--- config.mk ---
export PLATFORM = sky130hd
export DESIGN_NAME = athseq_top
export DESIGN_NICKNAME = d
export VERILOG_FILES = /design/src/common/athseq_pkg.sv /design/src/hdl/athseq_top.sv
export SDC_FILE = /design/constraint.sdc
export NUM_CORES = 1
export LEC_CHECK = 0
export BUFFER_PORTS_ARGS = -buffer_cell sky130_fd_sc_hd__buf_2
export CAP_MARGIN = 20
export CELL_PAD_IN_SITES_DETAIL_PLACEMENT = 2
export CELL_PAD_IN_SITES_GLOBAL_PLACEMENT = 2
export CORE_ASPECT_RATIO = 1.2
export CORE_MARGIN = 3
export CORE_UTILIZATION = 33
export DETAILED_ROUTE_END_ITERATION = 8
export PLACE_DENSITY = 0.74
export SYNTH_ARGS = -nofsm -noshare
export SYNTH_HDL_FRONTEND = slang
export SYNTH_SLANG_ARGS = --single-unit
--- constraint.sdc ---
create_clock -name clk -period 1.9 [get_ports clk]
set_clock_uncertainty 0.05 [all_clocks]
set_input_delay 0.285 -clock clk [delete_from_list [all_inputs] [get_ports clk]]
set_output_delay 0.285 -clock clk [all_outputs]
set_load 0.01 [all_outputs]
--- src/common/athseq_pkg.sv ---
// package: constants and state encoding for the track/hold sequencer
package athseq_pkg;
  // tracking interval before each internally started conversion in low-power mode, in converter clocks
  localparam int unsigned LP_TRACK_CLKS   = 3;
  // default conversion length in converter clocks
  localparam int unsigned CONV_CLKS       = 16;
  localparam int unsigned CNT_W           = 8;
  localparam logic        LP_SEL_RST      = 1'b0;

  typedef enum logic [1:0] {
    ATH_IDLE,
    ATH_TRACK,
    ATH_CONV,
    ATH_WAIT_EDGE
  } athseq_state_t;

  typedef struct packed {
    athseq_state_t st;
    logic [7:0]    cnt;
    logic          lp_mode;
    logic          strobe_prev;
    logic          conv_done;
  } athseq_regs_t;
endpackage

--- src/hdl/athseq_top.sv ---
// module: track-and-hold sequencer for a successive-approximation converter
//
// What this block does
// [RULE1] default mode: track whenever not converting
// [RULE2] select bit chooses low-power track-and-hold
// [RULE3] low-power: track 3 clocks before converting
// [RULE4] low-power with external strobe: track only while strobe low
// [RULE5] external strobe: convert on strobe rising edge
// [RULE6] standby or sleep disables tracking entirely
// [RULE7] software should pick low-power when retuning inputs
// [RULE8] select change applies from next start
`timescale 1ns/1ps
module athseq_top
  import athseq_pkg::*;
#(
  parameter int unsigned TRACK_CLKS = LP_TRACK_CLKS,
  parameter int unsigned CONV_LEN   = CONV_CLKS
) (
  input  wire logic clk,                      // converter clock, 20 MHz
  input  wire logic sys_rst,                  // synchronous reset, active high
  input  wire logic lowpower_track_select,    // 1 selects low-power track-and-hold
  input  wire logic ext_strobe_sel,           // 1: external strobe starts conversions
  input  wire logic start_pulse,              // internal start-of-conversion, one cycle
  input  wire logic external_convert_strobe,  // external convert strobe pin
  input  wire logic chip_standby,             // chip in standby or sleep
  output logic      track_en,                 // sampling switch closed
  output logic      conv_busy,                // conversion proper running
  output logic      conv_done                 // one-cycle pulse at end of conversion
);

  // ----------------------------------------------------------------
  // state registers
  // ----------------------------------------------------------------
  athseq_regs_t r_r;
  athseq_regs_t r_nxt;
  logic         strobe_rise;
  logic         strobe_fall;
  logic         start_evt;

  // strobe edge detection; the pin is taken as synchronous to clk
  assign strobe_rise = external_convert_strobe & ~r_r.strobe_prev;
  assign strobe_fall = ~external_convert_strobe & r_r.strobe_prev;
  assign start_evt   = ext_strobe_sel ? strobe_rise : start_pulse;

  // ----------------------------------------------------------------
  // sequencing
  // ----------------------------------------------------------------
  always_comb begin
    r_nxt             = r_r;
    r_nxt.strobe_prev = external_convert_strobe;
    r_nxt.conv_done   = 1'b0;
    case (r_r.st)
      ATH_IDLE: begin
        // the mode bit is latched only here, so a running conversion is untouched
        r_nxt.lp_mode = lowpower_track_select; // see [RULE8] [RULE2]
        if (chip_standby) begin
          r_nxt.st = ATH_IDLE;
        end else if (lowpower_track_select && ext_strobe_sel) begin
          // strobe low means the source wants tracking
          if (strobe_fall || !external_convert_strobe) begin
            r_nxt.st = ATH_WAIT_EDGE; // see [RULE4]
          end
        end else if (start_evt) begin
          r_nxt.cnt = 8'h00;
          r_nxt.st  = lowpower_track_select ? ATH_TRACK : ATH_CONV; // see [RULE3] [RULE1]
        end
      end
      ATH_WAIT_EDGE: begin
        // the strobe edge ends tracking and starts the conversion directly
        if (chip_standby) begin
          r_nxt.st = ATH_IDLE;
        end else if (strobe_rise) begin
          r_nxt.cnt = 8'h00;
          r_nxt.st  = ATH_CONV; // see [RULE5]
        end
      end
      ATH_TRACK: begin
        // fixed tracking interval before the conversion proper
        if (r_r.cnt == 8'(TRACK_CLKS - 1)) begin
          r_nxt.cnt = 8'h00;
          r_nxt.st  = ATH_CONV; // see [RULE3]
        end else begin
          r_nxt.cnt = r_r.cnt + 8'h01;
        end
      end
      ATH_CONV: begin
        if (r_r.cnt == 8'(CONV_LEN - 1)) begin
          r_nxt.cnt       = 8'h00;
          r_nxt.conv_done = 1'b1;
          r_nxt.st        = ATH_IDLE;
        end else begin
          r_nxt.cnt = r_r.cnt + 8'h01;
        end
      end
      default: begin
        r_nxt.st = ATH_IDLE;
      end
    endcase
  end

  // strobe history resets high, the idle level of the pin, so no false rising
  // edge follows reset; the mode bit resets to continuous tracking
  always_ff @(posedge clk) begin
    if (sys_rst) begin
      r_r.st          <= ATH_IDLE;
      r_r.cnt         <= 8'h00;
      r_r.lp_mode     <= LP_SEL_RST;
      r_r.strobe_prev <= 1'b1;
      r_r.conv_done   <= 1'b0;
    end else begin
      r_r <= r_nxt;
    end
  end

  // ----------------------------------------------------------------
  // outputs
  // ----------------------------------------------------------------
  // standby overrides every mode; low-power idle keeps the switch open to save power
  always_comb begin
    track_en = 1'b0;
    if (!chip_standby) begin // see [RULE6]
      case (r_r.st)
        ATH_IDLE:      track_en = ~r_r.lp_mode & ~lowpower_track_select; // see [RULE1]
        ATH_TRACK:     track_en = 1'b1; // see [RULE3]
        ATH_WAIT_EDGE: track_en = ~external_convert_strobe; // see [RULE4]
        default:       track_en = 1'b0;
      endcase
    end
  end
  assign conv_busy = (r_r.st == ATH_CONV);
  assign conv_done = r_r.conv_done;
endmodule

==> After elaboration in Yosys (flattened, before gate mapping) <==
Index checks and enable logic that the tools add are counted.
Widths: inputs -> output; s select.
{ "totals": {"ff_bits": 13, "inputBits": 7, "elab_cells": 55} }
{ "op_classes": {"bitwise_logic": 8, "muxes": 19, "reduce_logical": 7, "addsub": 1, "n_eq_ne": 15} }
{ "ops": {"columns": ["operator", "n"], "rows": [
  ["$mux 8", 5],
  ["$pmux 10 s4", 1],
  ["$mux 10", 2],
  ["$mux 2", 7],
  ["$ne 2x2->1 const B", 6],
  ["$reduce_and 5->1", 2],
  ["$add 8x1->8 const B", 1],
  ["$eq 8x2->1 const B", 1],
  ["$eq 8x4->1 const B", 1],
  ["$ne 4x4->1 const B", 2],
  ["$not 1->1", 5],
  ["$eq 2x2->1 const B", 2],
  ["$and 1x1->1", 3],
  ["$mux 1", 3],
  ["$ne 3x3->1 const B", 1],
  ["$pmux 1 s3", 1],
  ["$eq 2x1->1 const B", 1],
  ["$logic_not 2->1", 1],
  ["$ne 2x1->1 const B", 1],
  ["$reduce_or 2->1", 1],
  ["$logic_and 1x1->1", 1],
  ["$logic_not 1->1", 1],
  ["$logic_or 1x1->1", 1]
]} }

==> Depth between registers and ports, before layout <==
{ "logic_depth": {"word_depth": 7, "mapped_depth": 5, "mapped_depth_nobuf": 5} }

==> Worst setup path before layout <==
No wires, ideal clock.
{ "synth_path": {"kind": "flip-flop to flip-flop", "from": "register r_r[3] (netlist name)", "to": "register r_r[3] (netlist name)", "setup_ps": 78, "t_arrival_ps": 1271, "t_required_ps": 1772, "n_path_buf": 0, "stages_incl_launch_ff": 6, "synth_period_minus_slack_ps": 1399, "setup_slack_ps": 501, "cell_sequence": "dfxtp_1 > ha_1 > and3_1 > a21oi_1 > nor3_1 > nor3_1"} }
{ "synth_via": {"elab_chain_len": 3, "elab_cells_between_ends": 6} }
{ "synth_lines": {"columns": ["element", "line", "source"], "rows": [
  ["from (decl)", "athseq_top.sv:34", "athseq_regs_t r_r;"],
  ["from (signal assigned)", "athseq_top.sv:111", "r_r <= r_nxt;"],
  ["$add 8x1->8 (tied with other cells)", "athseq_top.sv:83, athseq_top.sv:92", null],
  ["$mux 8, on equally long branches", "athseq_top.sv:87, athseq_top.sv:79", null],
  ["$pmux 10 s4 (*)", "athseq_top.sv:52", "case (r_r.st)"]
]} }
Every way passes the cells marked *; elsewhere a longest branch is shown, timed or not.
A chain may end at the register's enable or synchronous reset.

==> Final worst setup path <==
{ "layout_path": {"from": "register r_r[11] (netlist name)", "to": "output track_en"} }
{ "layout_via": {"elab_chain_len": 3, "elab_cells_between_ends": 5} }
{ "layout_lines": {"columns": ["element", "line", "source"], "rows": [
  ["$eq 2x2->1 (tied with other cells)", "athseq_top.sv:122", "case (r_r.st)"],
  ["$pmux 1 s3 (*)", "athseq_top.sv:122", null],
  ["$mux 1 (*)", "athseq_top.sv:121", "if (!chip_standby) begin"],
  ["to (decl)", "athseq_top.sv:26", "output logic track_en,"]
]} }
Marks and branches as above.

==> impl_summary.txt <==
----------------------------------------------------
[CTS]
  CTS buffer count ... 3
  Clock insertion delay at the later pin of the skew report ... 290 ps
  Resize count post-CTS ... 0
  Root Buffer ... clkbuf_4
  Number of setup buffers added after CTS ... 0
  Clock-pin slew of the registers on the worst-case setup and hold paths ... 90 ps
  Number of clock sinks seen by CTS ... 13
  Cts-stage hold buffer count ... 0
  CTS tree ... built
  Maximum buffer depth of the clock tree ... 2
  H-tree depth reported by CTS ... 1

[Layout]
  Number of fillers in the final layout ... 268
  Count of nets after finishing ... 116
  Area Overhead vs Synth ... 14.3%
  Layout cell share with drive strength beyond 1 ... 18.9%
  Most frequent cells in the layout ... dfxtp_1, inv_1, buf_2, a21oi_1, o21ai_0
  Post-layout instance area ... 892 um^2
  Area taken by flip-flops and latches ... 260 um^2
  # diodes ... 0
  Commonest non-fill, non-tap cell in the layout ... dfxtp_1
  Multi-input gate area in the final layout ... 474 um^2

[Routing]
  Number of detailed-route iterations in the first pass ... 4
  Via Count ... 737
  Average detailed-routed wire length per instance ... 16.6 um
  Wire length after detailed routing ... 2.26 mm
  Post-route DRC ... 0
  Via density per instance ... 5.42
  Starting DRT DRC Count ... 18
  Count of antenna-violating nets left after detailed routing ... 0

[Synth]
  Number of warning messages in the yosys log ... 0
  Portion of the post-synthesis area used by sequential elements ... 33.3%
  Number of enable flip-flop cells after synthesis ... 0
  Yosys cell types ... 38
  Syn avg cell area ... 8.40 um^2
  Area of the mapped netlist ... 781 um^2
  Net count of the mapped netlist ... 102
  Async set-or-reset flop fraction in the synthesized netlist ... 0%
  Post-Syn Instances ... 93
  Number of storage elements in the synthesis netlist ... 13
  Primary flip-flop cell chosen by synthesis mapping ... dfxtp_1

[Worst setup path]
  Biggest cell delay along the critical path ... 510 ps
  Cell-by-cell listing of the critical path ... inv_2 > o22ai_1 > and2_1 > buf_2
  Type of element capturing the critical path ... output port
  Maximum fanout count along the critical path ... 9
  Required time of the critical path ... 1560 ps
  Cell with the biggest individual delay on the critical path ... dfxtp_1
  Buffer and inverter count on the worst path ... 2
  Critical path arrival ... 1320 ps
  WS Path Type ... reg -> out
  Cell family with most CP delay ... flip-flops
  Critical Path Source Type ... flop

[Power and ir drop]
  Seq pwr share ... 45.2%
  Cell-internal power ... 0.469 mW
  Clock network fraction of design power ... 25.0%
  Combinational fraction of design power ... 29.8%
  Leak ... 0.341 nW
  Power density over cell area ... 834 nW/um^2
  Switching power share of the total ... 37.0%
  Switching component of the power ... 0.275 mW
  Pwr Total ... 0.744 mW
  Worst IR drop on VDD ... 0.540 mV

[STA]
  Final setup viols ... 0
  Setup TNS ... 0 ps
  Minimum clock period ... 1660 ps
  Slew margin rel. ... 68.6%
  Slew of the pin with the lowest slew margin ... 471 ps
  Unrepaired setup endpoints after global routing ... no
  Maximum operating frequency ... 603 MHz
  Post-route clock period utilization ... 87.3%
  Count of final max-slew check failures ... 0
  Hold violation total from the final report ... 0

[Global route]
  Number of antenna violations at the first check in global routing ... 0
  Global routing usage summed across all routing layers ... 17.4%
  Aggregate global routing overflow ... 0
  Largest net degree at the start of global routing ... 10
  Via count of the first global-routing pass ... 766
  Global-route wire length before repair ... 3.80 mm

[Floorplanning]
  Std-Cell Rows ... 18
  Number of primary I/O pins ... 10
  Chip height ... 59.3 um
  Die X-Extent ... 50.4 um
  Starting utilization of the core area ... 36.1%
  Placeable Area ... 2160 um^2
  Die Area ... 2990 um^2

[Placement]
  Total cell area at the placement stage ... 866 um^2
  Count of input and output buffers ... 9
  Detailed placer's ending HPWL ... 1.69 mm
  Last weighted congestion value of the routability-driven placer ... 0.786

[Job]
  Number of max-capacitance violations reported ... 0

[Outcome]
  Result of the run ... completed

[Worst hold path]
  Class of the tightest hold or removal check ... in -> reg

----------------------------------------------------
[state kept, by name, summed over array words and instances, names as in the netlist]
signal and cells:
r_r 12, conv_done 1
[metrics by stage]
stage                     worst slack (ps)  std cells  hold WS, ps  utilization [%]
final                                  241        136          205             41.3
after global routing                  50.2        136          222             41.3
after CTS                              222        136          207             41.3
after detailed placement               285        132          459             40.0
after global placement                 292        132          421             40.0
after floorplan                        501         93          304                -
[cell families after synthesis]
| family | share of synthesized area (%) |
|---|---|
| simple gates | 28.4 |
| compound gates | 25.8 |
| flops | 33.3 |
| buf+inv | 5.93 |
| xor+xnor | 3.37 |
| fa+ha+maj | 3.20 |
[power groups by stage]
stage / Combinational [mW] / Sequential (mW) / Clock, mW
floorplan: 0.160 / 0.327 / 0
global placement: 0.220 / 0.342 / 0
detailed placement: 0.223 / 0.344 / 0
CTS: 0.226 / 0.337 / 0.190
global route: 0.252 / 0.344 / 0.201
finish: 0.221 / 0.336 / 0.186
[synthesized netlist by cell type, types with 2 or more instances]
library cell  count  area [um^2]
dfxtp_1          13          260
inv_1            10         37.5
a21oi_1           6         30.0
o21ai_0           6         30.0
nor2_1            5         18.8
nand2b_1          4         25.0
nand3_1           4         20.0
nor3_1            4         20.0
o22ai_1           4         25.0
nand2_1           3         11.3
o221ai_1          3         26.3
xnor2_1           3         26.3
and2_1            2         12.5
ha_1              2         25.0
[routing by layer]
metal | track usage (%) | routed length, um | vias up | share of wire [%]
li1 | - | - | 364 | -
met1 | 19.8 | 992 | 357 | 44
met3 | 2.52 | 40 | 6 | 1.8
met4 | 9.23 | 45 | 0 | 2.0
met2 | 31.2 | 1180 | 10 | 52
met5 | 0 | 0 | - | 0
[worst register-to-register path: stages (launching register included)]
cell and delay (ps):
dfxtp_1 350, ha_1 230, and3_1 250, a21oi_1 410
nor3_1 100, nor3_1 190
[layout make-up]
type,count,share of cell area (%)
Multi-Input combinational cell,68,53.2
Timing Repair Buffer,10,5.89
Tap cell,30,4.21
Inverter,11,4.63
Clock buffer,4,2.95
Sequential cell,13,29.2
[final timing paths]
path	from	to	slack (ps)	cells after the start
worst max register to register	r_r[3]$_SDFFE_PP0P_	r_r[3]$_SDFFE_PP0P_	250	5
worst max-delay path	r_r[11]$_SDFFE_PP0P_	track_en	240	4
worst min register to register	r_r[2]$_SDFFE_PP0P_	r_r[2]$_SDFFE_PP0P_	470	2
worst min-delay path	external_convert_strobe	r_r[1]$_SDFF_PP1_	210	2
No activity file was read; power rests on OpenSTA's default activity.
